[src/inc/gpio_pins_params.svh]
// Summary of operation
// - First port has seven independent tri-state bits, each input or output.
// - First port direction and pull-up follow per-bit register bits.
// - Second port has five independent tri-state bits, each input or output.
// - Second port direction and pull-up follow per-bit register bits.
// - Reset makes all port bits inputs with pull-ups off.
// - Low reset pin holds the device in reset; power-on low resets.
// - After reset pin rises, wait for stable clock before reset processing.
// - Port bit zero written plus software reset drives reset pin low.
// - Reset pin drive is open-drain: pulls low or releases only.
// - Reset pin has an internal pull-up holding it high.
`ifndef GPIO_PINS_PARAMS_SVH
`define GPIO_PINS_PARAMS_SVH
`define P0_WIDTH 7
`define P1_WIDTH 5
`define ADDR_P0_OUT 12'h000
`define ADDR_P0_DIR 12'h004
`define ADDR_P0_PLU 12'h008
`define ADDR_P0_IN 12'h00C
`define ADDR_P1_OUT 12'h010
`define ADDR_P1_DIR 12'h014
`define ADDR_P1_PLU 12'h018
`define ADDR_P1_IN 12'h01C
`define ADDR_RST_CTRL 12'h020
`define ADDR_RST_STAT 12'h024
`define STAB_CYCLES 16'h0400
`define SWRST_PULSE_CYCLES 8'h10
`endif

[src/inc/gpio_pins_pkg.sv]
package gpio_pins_pkg;
	typedef enum logic [2:0] {
		RST_HOLD = 3'b001,
		RST_STAB = 3'b010,
		RST_RUN = 3'b100
	} rst_state_t;
	typedef struct packed {
		logic [6:0] dir;
		logic [6:0] plu;
		logic [6:0] dout;
	} port0_cfg_t;
	typedef struct packed {
		logic [4:0] dir;
		logic [4:0] plu;
		logic [4:0] dout;
	} port1_cfg_t;
endpackage : gpio_pins_pkg

[src/logic/gpio_pins.sv]
`timescale 1ns/1ps
`default_nettype none
`include "gpio_pins_params.svh"
module gpio_pins (
	// Clock and reset
	input wire logic ref_clk,
	input wire logic sys_rst,
	// AXI4-Lite slave
	input wire logic [11:0] s_axi_awaddr,
	input wire logic s_axi_awvalid,
	output logic s_axi_awready,
	input wire logic [31:0] s_axi_wdata,
	input wire logic [3:0] s_axi_wstrb,
	input wire logic s_axi_wvalid,
	output logic s_axi_wready,
	output logic [1:0] s_axi_bresp,
	output logic s_axi_bvalid,
	input wire logic s_axi_bready,
	input wire logic [11:0] s_axi_araddr,
	input wire logic s_axi_arvalid,
	output logic s_axi_arready,
	output logic [31:0] s_axi_rdata,
	output logic [1:0] s_axi_rresp,
	output logic s_axi_rvalid,
	input wire logic s_axi_rready,
	// Port pins
	input wire logic [6:0] port0_in,
	output logic [6:0] port0_out,
	output logic [6:0] port0_oe,
	output logic [6:0] port0_pullup_en,
	input wire logic [4:0] port1_in,
	output logic [4:0] port1_out,
	output logic [4:0] port1_oe,
	output logic [4:0] port1_pullup_en,
	// Reset pin, open-drain
	input wire logic reset_pin_active_low_in,
	output logic reset_pin_active_low_out,
	output logic reset_pin_active_low_oe,
	output logic reset_pin_pullup_en,
	// Core reset control
	output logic core_reset,
	output logic reset_irq_req
);
	// ==========================================================
	// Register state
	gpio_pins_pkg::port0_cfg_t p0;
	gpio_pins_pkg::port1_cfg_t p1;
	logic reset_pin_port_bit;
	logic sw_reset_req;
	logic [7:0] swrst_cnt;
	logic [15:0] stab_cnt;
	gpio_pins_pkg::rst_state_t state;
	gpio_pins_pkg::rst_state_t next_state;
	logic aw_held, w_held;
	logic [11:0] aw_addr;
	logic [31:0] w_data;
	logic [3:0] w_strb;
	logic do_write;
	logic pin_low;

	// ==========================================================
	// Write channel: address and data taken in either order
	// Readies drop while bvalid stands, so one write is under way at a time
	assign s_axi_awready = !aw_held && !s_axi_bvalid;
	assign s_axi_wready = !w_held && !s_axi_bvalid;
	assign s_axi_bresp = 2'b00;
	assign do_write = aw_held && w_held && !s_axi_bvalid;

	always_ff @(posedge ref_clk or posedge sys_rst) begin
		if (sys_rst) begin
			aw_held <= 1'b0;
			w_held <= 1'b0;
			aw_addr <= 12'h000;
			w_data <= 32'h0000_0000;
			w_strb <= 4'h0;
			s_axi_bvalid <= 1'b0;
		end else begin
			if (s_axi_awvalid && s_axi_awready) begin
				aw_held <= 1'b1;
				aw_addr <= s_axi_awaddr;
			end
			if (s_axi_wvalid && s_axi_wready) begin
				w_held <= 1'b1;
				w_data <= s_axi_wdata;
				w_strb <= s_axi_wstrb;
			end
			if (do_write) begin
				aw_held <= 1'b0;
				w_held <= 1'b0;
				s_axi_bvalid <= 1'b1;
			end else if (s_axi_bready) begin
				s_axi_bvalid <= 1'b0;
			end
		end
	end

	// ==========================================================
	// Configuration registers; reset gives inputs, pull-ups off
	always_ff @(posedge ref_clk or posedge sys_rst) begin
		if (sys_rst) begin
			p0 <= '0;
			p1 <= '0;
			reset_pin_port_bit <= 1'b1;
			sw_reset_req <= 1'b0;
		end else begin
			sw_reset_req <= 1'b0;
			if (do_write && w_strb[0]) begin
				case (aw_addr)
					`ADDR_P0_OUT: p0.dout <= w_data[6:0];
					`ADDR_P0_DIR: p0.dir <= w_data[6:0];
					`ADDR_P0_PLU: p0.plu <= w_data[6:0];
					`ADDR_P1_OUT: p1.dout <= w_data[4:0];
					`ADDR_P1_DIR: p1.dir <= w_data[4:0];
					`ADDR_P1_PLU: p1.plu <= w_data[4:0];
					`ADDR_RST_CTRL: begin
						reset_pin_port_bit <= w_data[0];
						sw_reset_req <= w_data[1];
					end
					default: ;
				endcase
			end
		end
	end

	// ==========================================================
	// Pin drivers, one tri-state cell per bit
	genvar gi;
	generate
		for (gi = 0; gi < `P0_WIDTH; gi++) begin : g_p0
			assign port0_oe[gi] = p0.dir[gi];
			assign port0_out[gi] = p0.dout[gi];
			assign port0_pullup_en[gi] = p0.plu[gi] && !p0.dir[gi];
		end
		for (gi = 0; gi < `P1_WIDTH; gi++) begin : g_p1
			assign port1_oe[gi] = p1.dir[gi];
			assign port1_out[gi] = p1.dout[gi];
			assign port1_pullup_en[gi] = p1.plu[gi] && !p1.dir[gi];
		end
	endgenerate

	// ==========================================================
	// Software reset pulls the pad low for a fixed time
	always_ff @(posedge ref_clk or posedge sys_rst) begin
		if (sys_rst) begin
			swrst_cnt <= 8'h00;
		end else if (sw_reset_req && !reset_pin_port_bit) begin
			swrst_cnt <= `SWRST_PULSE_CYCLES;
		end else if (swrst_cnt != 8'h00) begin
			swrst_cnt <= swrst_cnt - 8'h01;
		end
	end

	assign pin_low = (swrst_cnt != 8'h00);
	// Open-drain: data fixed low, only the enable moves
	assign reset_pin_active_low_out = 1'b0;
	assign reset_pin_active_low_oe = pin_low;
	assign reset_pin_pullup_en = 1'b1;

	// ==========================================================
	// Reset sequencer: hold, stabilise, run
	// A low pin during the wait drops back to hold and restarts the count
	always_comb begin
		next_state = state;
		case (state)
			gpio_pins_pkg::RST_HOLD:
				if (reset_pin_active_low_in)
					next_state = gpio_pins_pkg::RST_STAB;
			gpio_pins_pkg::RST_STAB:
				if (!reset_pin_active_low_in)
					next_state = gpio_pins_pkg::RST_HOLD;
				else if (stab_cnt == `STAB_CYCLES - 16'h0001)
					next_state = gpio_pins_pkg::RST_RUN;
			gpio_pins_pkg::RST_RUN:
				if (!reset_pin_active_low_in)
					next_state = gpio_pins_pkg::RST_HOLD;
			default: next_state = gpio_pins_pkg::RST_HOLD;
		endcase
	end

	// Power-on starts in hold so a low pin at power-up resets
	always_ff @(posedge ref_clk or posedge sys_rst) begin
		if (sys_rst) begin
			state <= gpio_pins_pkg::RST_HOLD;
		end else begin
			state <= next_state;
		end
	end

	always_ff @(posedge ref_clk or posedge sys_rst) begin
		if (sys_rst) begin
			stab_cnt <= 16'h0000;
		end else if (state == gpio_pins_pkg::RST_STAB) begin
			stab_cnt <= stab_cnt + 16'h0001;
		end else begin
			stab_cnt <= 16'h0000;
		end
	end

	always_ff @(posedge ref_clk or posedge sys_rst) begin
		if (sys_rst) begin
			reset_irq_req <= 1'b0;
		end else begin
			reset_irq_req <= (state == gpio_pins_pkg::RST_STAB) &&
				(next_state == gpio_pins_pkg::RST_RUN);
		end
	end

	assign core_reset = (state != gpio_pins_pkg::RST_RUN);

	// ==========================================================
	// Read channel
	// rdata loads only on accept, so it stands as long as rvalid waits
	assign s_axi_arready = !s_axi_rvalid;
	assign s_axi_rresp = 2'b00;

	always_ff @(posedge ref_clk or posedge sys_rst) begin
		if (sys_rst) begin
			s_axi_rvalid <= 1'b0;
			s_axi_rdata <= 32'h0000_0000;
		end else if (s_axi_arvalid && s_axi_arready) begin
			s_axi_rvalid <= 1'b1;
			case (s_axi_araddr)
				`ADDR_P0_OUT: s_axi_rdata <= {25'h0, p0.dout};
				`ADDR_P0_DIR: s_axi_rdata <= {25'h0, p0.dir};
				`ADDR_P0_PLU: s_axi_rdata <= {25'h0, p0.plu};
				`ADDR_P0_IN: s_axi_rdata <= {25'h0, port0_in};
				`ADDR_P1_OUT: s_axi_rdata <= {27'h0, p1.dout};
				`ADDR_P1_DIR: s_axi_rdata <= {27'h0, p1.dir};
				`ADDR_P1_PLU: s_axi_rdata <= {27'h0, p1.plu};
				`ADDR_P1_IN: s_axi_rdata <= {27'h0, port1_in};
				`ADDR_RST_CTRL: s_axi_rdata <= {31'h0, reset_pin_port_bit};
				`ADDR_RST_STAT: s_axi_rdata <= {29'h0, pin_low,
					reset_pin_active_low_in, core_reset};
				default: s_axi_rdata <= 32'h0000_0000;
			endcase
		end else if (s_axi_rready) begin
			s_axi_rvalid <= 1'b0;
		end
	end

	// ==========================================================
	// Checks
	// Length of the current pull-low run, counted from the pin enable
	// itself so the pulse width is not judged by the loader's own counter
	logic [7:0] chk_low_run;
	always_ff @(posedge ref_clk or posedge sys_rst) begin
		if (sys_rst) begin
			chk_low_run <= 8'h00;
		end else if (reset_pin_active_low_oe) begin
			chk_low_run <= chk_low_run + 8'h01;
		end else begin
			chk_low_run <= 8'h00;
		end
	end

	a_por_inputs: assert property (@(posedge ref_clk)
		$fell(sys_rst) |-> (port0_oe == 7'h00 && port1_oe == 5'h00 &&
		port0_pullup_en == 7'h00 && port1_pullup_en == 5'h00))
		else $error("ports not inputs after reset");
	a_dir_follow0: assert property (@(posedge ref_clk) disable iff (sys_rst)
		port0_oe == p0.dir)
		else $error("port0 direction mismatch");
	a_dir_follow1: assert property (@(posedge ref_clk) disable iff (sys_rst)
		$changed(p1.dir) |-> port1_oe == p1.dir)
		else $error("port1 direction mismatch");
	a_width_p0: assert property (@(posedge ref_clk) disable iff (sys_rst)
		(p0.dir[6] && p0.dout[6]) |-> port0_oe[6] && port0_out[6])
		else $error("port0 bit6 not driven");
	a_width_p1: assert property (@(posedge ref_clk) disable iff (sys_rst)
		p1.dir[4] |-> port1_oe[4])
		else $error("port1 bit4 not driven");
	a_hold_low: assert property (@(posedge ref_clk) disable iff (sys_rst)
		!reset_pin_active_low_in |=> core_reset)
		else $error("core not held in reset");
	a_stab_wait: assert property (@(posedge ref_clk) disable iff (sys_rst)
		(state == gpio_pins_pkg::RST_HOLD && reset_pin_active_low_in)
		|=> core_reset [*8])
		else $error("reset released too early");
	a_irq_count: assert property (@(posedge ref_clk) disable iff (sys_rst)
		reset_irq_req |-> $past(stab_cnt) == `STAB_CYCLES - 16'h0001)
		else $error("stabilisation count wrong");
	a_swrst_drive: assert property (
		@(posedge ref_clk) disable iff (sys_rst)
		(sw_reset_req && !reset_pin_port_bit) |=> reset_pin_active_low_oe)
		else $error("software reset pulse missing");
	a_swrst_len: assert property (
		@(posedge ref_clk) disable iff (sys_rst)
		$fell(reset_pin_active_low_oe) |->
		chk_low_run == `SWRST_PULSE_CYCLES)
		else $error("software reset pulse length wrong");
	a_open_drain: assert property (@(posedge ref_clk)
		reset_pin_active_low_out == 1'b0 && reset_pin_pullup_en)
		else $error("reset pin driven high");
	c_run: cover property (@(posedge ref_clk) reset_irq_req);
	c_swrst: cover property (@(posedge ref_clk) $rose(reset_pin_active_low_oe));
	c_wr: cover property (@(posedge ref_clk) s_axi_bvalid && s_axi_bready);

	// Pull-ups never fight an output driver
	a_pu_off0: assert property (
		@(posedge ref_clk) disable iff (sys_rst)
		(port0_pullup_en & port0_oe) == 7'h00)
		else $error("port0 pull-up on an output bit");
	a_pu_off1: assert property (
		@(posedge ref_clk) disable iff (sys_rst)
		(port1_pullup_en & port1_oe) == 5'h00)
		else $error("port1 pull-up on an output bit");

	// Reset sequencing around the interrupt request
	a_irq_pulse: assert property (
		@(posedge ref_clk) disable iff (sys_rst)
		reset_irq_req |=> !reset_irq_req)
		else $error("reset request longer than one cycle");
	a_irq_release: assert property (
		@(posedge ref_clk) disable iff (sys_rst)
		reset_irq_req |-> !core_reset)
		else $error("core still in reset at request");
	a_run_needs_irq: assert property (
		@(posedge ref_clk) disable iff (sys_rst)
		$fell(core_reset) |-> reset_irq_req)
		else $error("core released without request");
	a_stab_abort: assert property (
		@(posedge ref_clk) disable iff (sys_rst)
		(state == gpio_pins_pkg::RST_STAB && !reset_pin_active_low_in)
		|=> state == gpio_pins_pkg::RST_HOLD)
		else $error("low pin did not restart the wait");

	// Software reset gating and self reset
	a_swrst_gate: assert property (
		@(posedge ref_clk) disable iff (sys_rst)
		(sw_reset_req && reset_pin_port_bit && !pin_low)
		|=> !reset_pin_active_low_oe)
		else $error("pin pulled low with port bit set");
	a_swrst_release: assert property (
		@(posedge ref_clk) disable iff (sys_rst)
		$fell(reset_pin_active_low_oe) |-> core_reset)
		else $error("self reset did not hold the core");
	a_sw_selfclear: assert property (
		@(posedge ref_clk) disable iff (sys_rst)
		sw_reset_req |=> !sw_reset_req)
		else $error("software reset request stuck");
	c_abort: cover property (@(posedge ref_clk)
		state == gpio_pins_pkg::RST_STAB && !reset_pin_active_low_in);
	c_rd: cover property (@(posedge ref_clk) s_axi_rvalid && s_axi_rready);
endmodule : gpio_pins
`default_nettype wire

[config.mk]
export PLATFORM = sky130hd
export DESIGN_NAME = gpio_pins
export DESIGN_NICKNAME = d
export VERILOG_FILES = /design/src/inc/gpio_pins_pkg.sv /design/src/logic/gpio_pins.sv
export VERILOG_INCLUDE_DIRS = /design/src /design/src/inc
export SDC_FILE = /design/constraint.sdc
export NUM_CORES = 1
export LEC_CHECK = 0
export ABC_AREA = 1
export BUFFER_PORTS_ARGS = -buffer_cell sky130_fd_sc_hd__buf_2
export CAP_MARGIN = 20
export CELL_PAD_IN_SITES_DETAIL_PLACEMENT = 1
export CELL_PAD_IN_SITES_GLOBAL_PLACEMENT = 2
export CORE_ASPECT_RATIO = 1.75
export CORE_UTILIZATION = 29
export DETAILED_ROUTE_END_ITERATION = 16
export PLACE_DENSITY_LB_ADDON = 0.1
export SLEW_MARGIN = 20
export SYNTH_ARGS = -nofsm -noshare
export SYNTH_HDL_FRONTEND = slang
export SYNTH_SLANG_ARGS = --single-unit
[constraint.sdc]
create_clock -name ref_clk -period 3.6 [get_ports ref_clk]
set_input_delay 0.54 -clock ref_clk [delete_from_list [all_inputs] [get_ports ref_clk]]
set_output_delay 0.54 -clock ref_clk [all_outputs]
set_load 0.02 [all_outputs]
* After elaboration in Yosys (flattened, before gate mapping) *
Cells that the tools add are included.
Widths: inputs -> output; s select.

cells by class
  $add $sub $neg = 2
  eq/ne operators = 21
  muxes and demuxes = 19
  reductions and logical operators = 54

operator list
  cell                   number
  $eq 12x5->1 const B    7
  $pmux 7 s10            1
  $eq 12x4->1 const B    3
  $eq 12x6->1 const B    3
  $eq 12x3->1 const B    2
  $logic_not 12->1       2
  $logic_and 1x1->1      22
  $logic_not 1->1        17
  $add 16x1->16 const B  1
  $eq 16x10->1 const B   1
  $mux 16                1
  $mux 8                 2
  $reduce_and 2->1       7
  $mux 3                 4
  $mux 1                 10
  $reduce_bool 2->1      5
  $pmux 3 s3             1
  $reduce_bool 8->1      1
  $sub 8x1->8 const B    1
  $eq 3x3->1 const B     2
  $eq 3x1->1 const B     1
  $eq 3x2->1 const B     1
  $ne 3x3->1 const B     1

storage, ports and cells
  register bits after elaboration = 122
  output and inout port bits = 82
  logic and storage cells = 116

* Depth between registers and ports, before layout *
Gate-level depths: netlist of run 1.

  depth after elaboration = 6
  gate-level depth with buffers = 11
  mapped depth without buffers = 11

* Worst setup path before layout of run 1 *
OpenSTA, ideal clock, no wires.

  path type = reg2reg
  start = register s_axi_bvalid
  end = register aw_addr[0]
  setup time = 125 ps
  arrival time = 1561 ps
  data required time = 3475 ps
  path slack = 1914 ps
  stages on the path, launching flop included = 5
  path buffers = 1
  cell sequence = dfrtp_1 -> nor2_1 -> nand2_1 -> buf_2 -> mux2_2

between the ends
  longest elaborated chain between the ends = 3

ends and longest elaborated chain
  element                   line             source
  start: declaration        gpio_pins.sv:17  output logic s_axi_bvalid,
  start signal: assignment  gpio_pins.sv:76  s_axi_bvalid <= 1'b0;
  start signal: assignment  gpio_pins.sv:90  s_axi_bvalid <= 1'b1;
  start signal: assignment  gpio_pins.sv:92  s_axi_bvalid <= 1'b0;
  $logic_not 1->1           gpio_pins.sv:64  assign s_axi_awready = !aw_held && !s_axi_bvalid;
  $logic_and 1x1->1         gpio_pins.sv:64
  via s_axi_awready         gpio_pins.sv:11  output logic s_axi_awready,
  $logic_and 1x1->1         gpio_pins.sv:78  if (s_axi_awvalid && s_axi_awready) begin
  end signal: assignment    gpio_pins.sv:80  aw_addr <= s_axi_awaddr;
  end: declaration          gpio_pins.sv:55  logic [11:0] aw_addr;

The timed path passes the listed nets, and every way through them passes these cells.
A chain may end at the register's enable or synchronous reset.

* Worst setup path in the final report of run 1 *
  start = register swrst_cnt[0]
  end = output reset_pin_active_low_oe

between the ends
  longest elaborated chain between the ends = 1

ends and longest elaborated chain
  element                   line              source
  start: declaration        gpio_pins.sv:50   logic [7:0] swrst_cnt;
  start signal: assignment  gpio_pins.sv:147  swrst_cnt <= `SWRST_PULSE_CYCLES;
  start signal: assignment  gpio_pins.sv:149  swrst_cnt <= swrst_cnt - 8'h01;
  $reduce_bool 8->1         gpio_pins.sv:153  assign pin_low = (swrst_cnt != 8'h00);
  end: declaration          gpio_pins.sv:38   output logic reset_pin_active_low_oe,

Every way passes these cells.

==> results.toml, run 1 <==
[finish]
n_fill_cell = 2162
area_delta_synth_final_pct = 14.6
seqCellArea_mm2 = 0.00243
fin_nets = 804
layout-drive-gt1-share_pct = 20.1
n_antenna_cell = 0
multi_input_area_mm2 = 0.00203
instances_no_fill = 954
design_area_mm2 = 0.00583

[routing]
detail-route-antenna-nets = 0
vias = 4266
wl_per_cell_um = 15.2
routed_wl_mm = 14.5
firstDrtPassIters = 4
drt_iter0_drc = 102
via_per_inst = 4.47
route.detailed.drc = 0

[global_routing]
grt.overflow.total = 0
antenna_found_initial = 1
grt_util_all_layers_pct = 17.1
grt_pass1_vias = 4521
grt_max_degree = 78
grt_pass1_wl_mm = 23.3

[sta]
hold_viol = 0
slew_headroom_pct = 43.5
fin_skew_ns = 0.00816
slew_viol_final = 0
hold_ws_ns = 0.298
period_needed_ns = 2.18
grt_setup_unrepaired = "no"
max_freq_mhz = 459
period_share_pct = 60.5
setup_viol = 0
fin_tns_setup_ns = 0
tightest_slew_ns = 0.846

[clock_network]
cts_max_level = 3
insertion_delay_ns = 0.36
path_clk_slew_ns = 0.07
hold_buffers = 0
cts_tree = "built"
clkSinkCount = 97
cts_buffers = 9
clk_path_buf_depth = 2
postCtsSetupBuffers = 0
clock-root-buffer = "clkbuf_16"
cts_resized = 0

[setup_path]
reg2reg_slack_ns = 1.79
arrival_ns = 1.64
crit_fanout = 5
critPathSlowestCell = "dfrtp_1"
required_ns = 3.06
r2r_cells = 8
crit_path_end_kind = "output port"
critPathLaunchType = "flip-flop"
r2r-end = "stab_cnt[12]"
crit_chain = "inv_1, ha_1, nand3_1, nor2_1, nand2_1, buf_2"
worst_r2r_startpoint = "stab_cnt[0]"
worst-setup-path-type = "reg -> out"
slowest_delay_ns = 0.37

[yosys]
synth-edff-count = 0
synth-seq-cells = 97
synth.distinct_cells = 30
yosysTopAreaCell = "dfrtp_1"
synth_cells = 640
synthTopCellsByArea = "dfrtp_1 47%, nand2_1 9.5%, buf_4 8.1%, nor2_1 6.9%, nand3_1 6.1%"
synth-main-ff-cell = "dfrtp_1"
synth-async-reset-ratio_pct = 100
synthesis.area_mm2 = 0.00509
yosysWarnings = 0
synth-seq-area-share_pct = 47.8
postSynthAreaPerCell_um2 = 7.95
synth_top_cell_area_share_pct = 46.7

[floorplanning]
rows = 63
die-area_mm2 = 0.0181
initial_utilization_pct = 29.9
coreArea_mm2 = 0.0170
die_h_um = 177
die_w_um = 102
ios = 162

[power_and_ir_drop]
vdd_drop_max_mv = 0.226
powerDensity_mw_per_mm2 = 522
total_leakage_power_nw = 3.01
power_mw = 3.04

[min_path]
hp-class = "in -> async"

[place]
placed_cells = 938
place_congestion = 0.749
io_buffers = 102
place_area_mm2 = 0.00556
dp_hpwl_mm = 11.5

[job]
cap_viol_max_count = 0

[outcome]
status = "complete, no violations"
## state kept, by name, summed over array words and instances, names as in the netlist, 3 cells and up
register	cells
w_data	7
port0_out	7
p1	5
s_axi_rdata	7
port0_oe	7
stab_cnt	16
port1_out	5
aw_addr	12
state	3
swrst_cnt	8
port1_oe	5
p0	7
## critical path: cells and delay by family, from the launching register on
kind,cells,cell delay (ns)
flip-flops,1,0.37
AND/OR/NAND/NOR,3,0.38
adder cells (fa/ha/maj),1,0.23
buffers and inverters,2,0.31
## where the power goes
group	switching, mW	internal, mW	leakage, nW
clock	0.448	0.472	0.133
combinational	0.475	0.239	1.60
sequential	0.121	1.29	1.27
total	1.04	2.00	3.01
## cells by family after synthesis
logic type	share of synthesized area (%)
AO/OA/AOI/OAI	8.56
XOR/XNOR	0.516
adder cells (fa/ha/maj)	0.492
buffers and inverters	14.5
flip-flops	47.8
multiplexers	2.21
other	0.148
AND/OR/NAND/NOR	25.8
## synthesized netlist by cell type, types with 4 or more instances
library cell and instances:
inv_1 69, nor3_1 7, a21oi_1 21, buf_4 55
o21ai_1 16, clkbuf_1 4, nand3_1 62, nand2_2 4
mux2_2 10, nand2_1 129, o21ai_0 39, a211oi_1 4
nor2_1 94, dfrtp_1 95
## metrics by stage
stage / worst slack, ns / util (%)
4_1_cts: 1.37 / 34.2
6_report: 1.42 / 34.2
5_1_grt: 1.27 / 34.2
2_1_floorplan: 0.530 / -
3_3_place_gp: 1.31 / 32.6
3_5_place_dp: 1.28 / 32.6
## per-layer routing
metal	part of all wire (%)	wire length, um	track usage (%)
met1	38	5440	18.1
met2	57	8240	32.9
met3	3.7	538	2.96
met4	1.6	226	5.89
met5	0.12	18	0
## worst max path at each step
stage                          start                       to  slack [ns]
floorplan                    sys_rst               aw_addr[0]        0.53
global placement    s_axi_araddr[11]           s_axi_rdata[0]        1.31
detailed placement   s_axi_araddr[9]           s_axi_rdata[0]        1.28
CTS                     swrst_cnt[0]  reset_pin_active_low_oe        1.37
global route            swrst_cnt[0]  reset_pin_active_low_oe        1.27
finish                  swrst_cnt[0]  reset_pin_active_low_oe        1.42
## cells in the final DEF (no fill, tap or decap), types with 9 or more instances in the layout
master / n
o21ai_1: 16
o21ai_0: 39
clkbuf_16: 9
nor2_1: 94
nand3_1: 62
buf_2: 102
inv_1: 68
nand2_1: 129
conb_1: 31
a21oi_1: 21
dfrtp_1: 95
mux2_2: 10
## cell type report
cell class	count	share of cell area, %
inverters	70	4.59
clock inverters	6	0.751
clock buffers	10	3.93
repair buffers	107	9.40
multi-input cells	437	34.8
well taps	227	4.87
flip-flops and latches	97	41.7
(Power assumes the default switching activity.)
==> run 2, diff against run 1 <==
Settings changed: ABC_AREA 1 to 0, CORE_UTILIZATION 29 to 32.
Clock period 3.6 ns to 2.2 ns, I/O delays scaled along.
==> results.toml, run 2 <==
[yosys]
postSynthAreaPerCell_um2 = 11.1
synth_cells = 461
synth.distinct_cells = 52
synthesis.area_mm2 = 0.00510
synth-seq-area-share_pct = 47.6
synth-main-ff-cell = "dfrtp_1"
synth-async-reset-ratio_pct = 100
yosysTopAreaCell = "dfrtp_1"
synth-edff-count = 0
yosysWarnings = 0
synth_top_cell_area_share_pct = 46.6
synth_most_common_cell = "dfrtp_1"
synth-seq-cells = 97
synthTopCellsByArea = "dfrtp_1 47%, mux2_2 13%, buf_4 8.1%, nor2b_1 2.3%, mux4_2 2.2%"
synth_common_cells = "95 x dfrtp_1, 58 x mux2_2, 55 x buf_4"

[sta]
setup_viol = 0
hold_ws_ns = 0.0983
slew_viol_final = 0
tightest_slew_ns = 0.756
hold_viol = 0
worst_slack_ns = 0.0586
max_freq_mhz = 467
period_share_pct = 97.3
grt_setup_unrepaired = "no"
period_needed_ns = 2.14
fin_tns_setup_ns = 0
slew_headroom_pct = 49.5
fin_skew_ns = 0.00943

[place]
place_congestion = 0.721
io_buffers = 102
dp_hpwl_mm = 10.5
dpl_worst_slack_ns = -0.0167
placed_cells = 720

[finish]
area_delta_synth_final_pct = 18.2
mostFrequentLayoutCell = "buf_2"
layout_common_cells = "101 x buf_2, 94 x dfrtp_1, 58 x mux2_2"
fin_nets = 631
layout-drive-gt1-share_pct = 38.9
reg_top3 = "stab_cnt: 16 flops, aw_addr: 12 flops, swrst_cnt: 8 flops"
regMostFlops = "stab_cnt"
largest_reg_flops = 16
n_fill_cell = 1734
n_antenna_cell = 0
instances_no_fill = 739

[power_and_ir_drop]
powerDensity_mw_per_mm2 = 882
total_leakage_power_nw = 2.98
power_mw = 5.32
vdd_drop_max_mv = 0.455

[clock_network]
insertion_delay_ns = 0.35
cts_tree = "built"
clk_path_buf_depth = 2
clock-root-buffer = "clkbuf_16"
cts_max_level = 3
path_clk_slew_ns = 0.07
clkSinkCount = 97
cts_buffers = 9

[routing]
routed_wl_mm = 13.2
detail-route-antenna-nets = 0
route.detailed.drc = 0
vias = 3633
drt_iter0_drc = 76
via_per_inst = 4.92
wl_per_cell_um = 17.8
firstDrtPassIters = 4

[floorplanning]
rows = 60
die_h_um = 169
die-area_mm2 = 0.0165
die_w_um = 97.5
coreArea_mm2 = 0.0155
initial_utilization_pct = 33.0
ios = 162

[setup_path]
worstPathBufferInverterCount = 1
arrival_ns = 1.81
cpLargestDelayFamily = "simple AND/OR/NAND/NOR gates"
crit_path_end_kind = "output port"
critPathSlowestCell = "or4_4"
required_ns = 1.87
crit_chain = "or4_4, or3_4, buf_6"
critPathLaunchType = "flip-flop"
crit_fanout = 3
worst-setup-path-type = "reg -> out"
slowest_delay_ns = 0.52

[global_routing]
grt_util_all_layers_pct = 16.7
grt.overflow.total = 0
antenna_found_initial = 0
grt_pass1_vias = 3830
grt_pass1_wl_mm = 21.3
grt_max_degree = 29

[min_path]
hp-class = "in -> async"

[job]
cap_viol_max_count = 0

[outcome]
status = "complete, no violations"
-- run 2: cell count changes in the layout (fill, tap and decap cells not counted), moves of 19 or more --
cell / previous run / this run
nor2b_1: 0 / 19
nor2_1: 94 / 30
nand3_1: 62 / 3
o21ai_0: 39 / 13
nand2_1: 129 / 24
mux2_2: 10 / 58
inv_1: 68 / 11
-- run 2: worst reg2reg max path, cell delays in order, from the launching register on --
cell and delay [ns]:
dfrtp_1 0.37, or4_4 0.55, nor4_4 0.23, and4b_2 0.41
mux2_2 0.36
-- run 2: per-layer routing --
layer,routed length [um],up-vias,track usage [%]
met5,0,-,0
met4,212,0,6.52
met3,418,12,2.31
met2,7630,77,32.0
met1,4900,1839,18.1
li1,-,1705,-
-- run 2: metrics by stage --
step | util (%) | area, um^2
final | 39.0 | 6030
after global routing | 39.0 | 6030
after floorplan | - | 5220
after detailed placement | 36.5 | 5640
after CTS | 38.8 | 6000
after global placement | 36.5 | 5640
-- run 2: what timing repair did --
action	CTS	global route
gates resized for setup	5	2
pin swaps	3	3
hold buffers	0	0
setup buffers	1	3
endpoints found under the setup margin	10	9
-- run 2: final cells by class --
type	instances	area, um^2	share of cell area (%)
Clock buffer	10	239	3.96
Sequential cell	97	2430	40.3
Tap cell	186	233	3.86
Multi-Input combinational cell	306	2270	37.6
Inverter	12	48.8	0.809
Clock inverter	5	88.8	1.47
Timing Repair Buffer	123	724	12.0
-- run 2: worst paths after layout --
| kind | end | start | slack, ns | cells past startpoint |
|---|---|---|---|---|
| min reg2reg | stab_cnt[0] | stab_cnt[0] | 0.45 | 1 |
| min in group ref_clk | s_axi_rvalid | s_axi_rready | 0.15 | 2 |
| max | reset_pin_active_low_oe | swrst_cnt[6] | 0.06 | 3 |
| max in group asynchronous | state[0] | sys_rst | 1.46 | 3 |
| min | stab_cnt[4] | sys_rst | 0.1 | 2 |
| max reg2reg | p1[6] | aw_addr[6] | 0.16 | 4 |
-- run 2: cell families (layout without fill, tap and decap cells) --
logic type | count (synthesis) | in the layout | share of synthesized area (%)
AND/OR/NAND/NOR | 133 | 133 | 14.9
other | 2 | 31 | 0.147
flip-flops | 97 | 97 | 47.6
XOR/XNOR | 13 | 13 | 2.23
AO/OA/AOI/OAI | 53 | 53 | 6.84
adder cells (fa/ha/maj) | 2 | 2 | 0.490
multiplexers | 74 | 74 | 17.2
buffers and inverters | 87 | 150 | 10.6
-- run 2: power by group --
group | internal [mW] | switching [mW]
sequential | 2.10 | 0.291
combinational | 0.572 | 0.613
clock | 1.03 | 0.708
total | 3.70 | 1.61
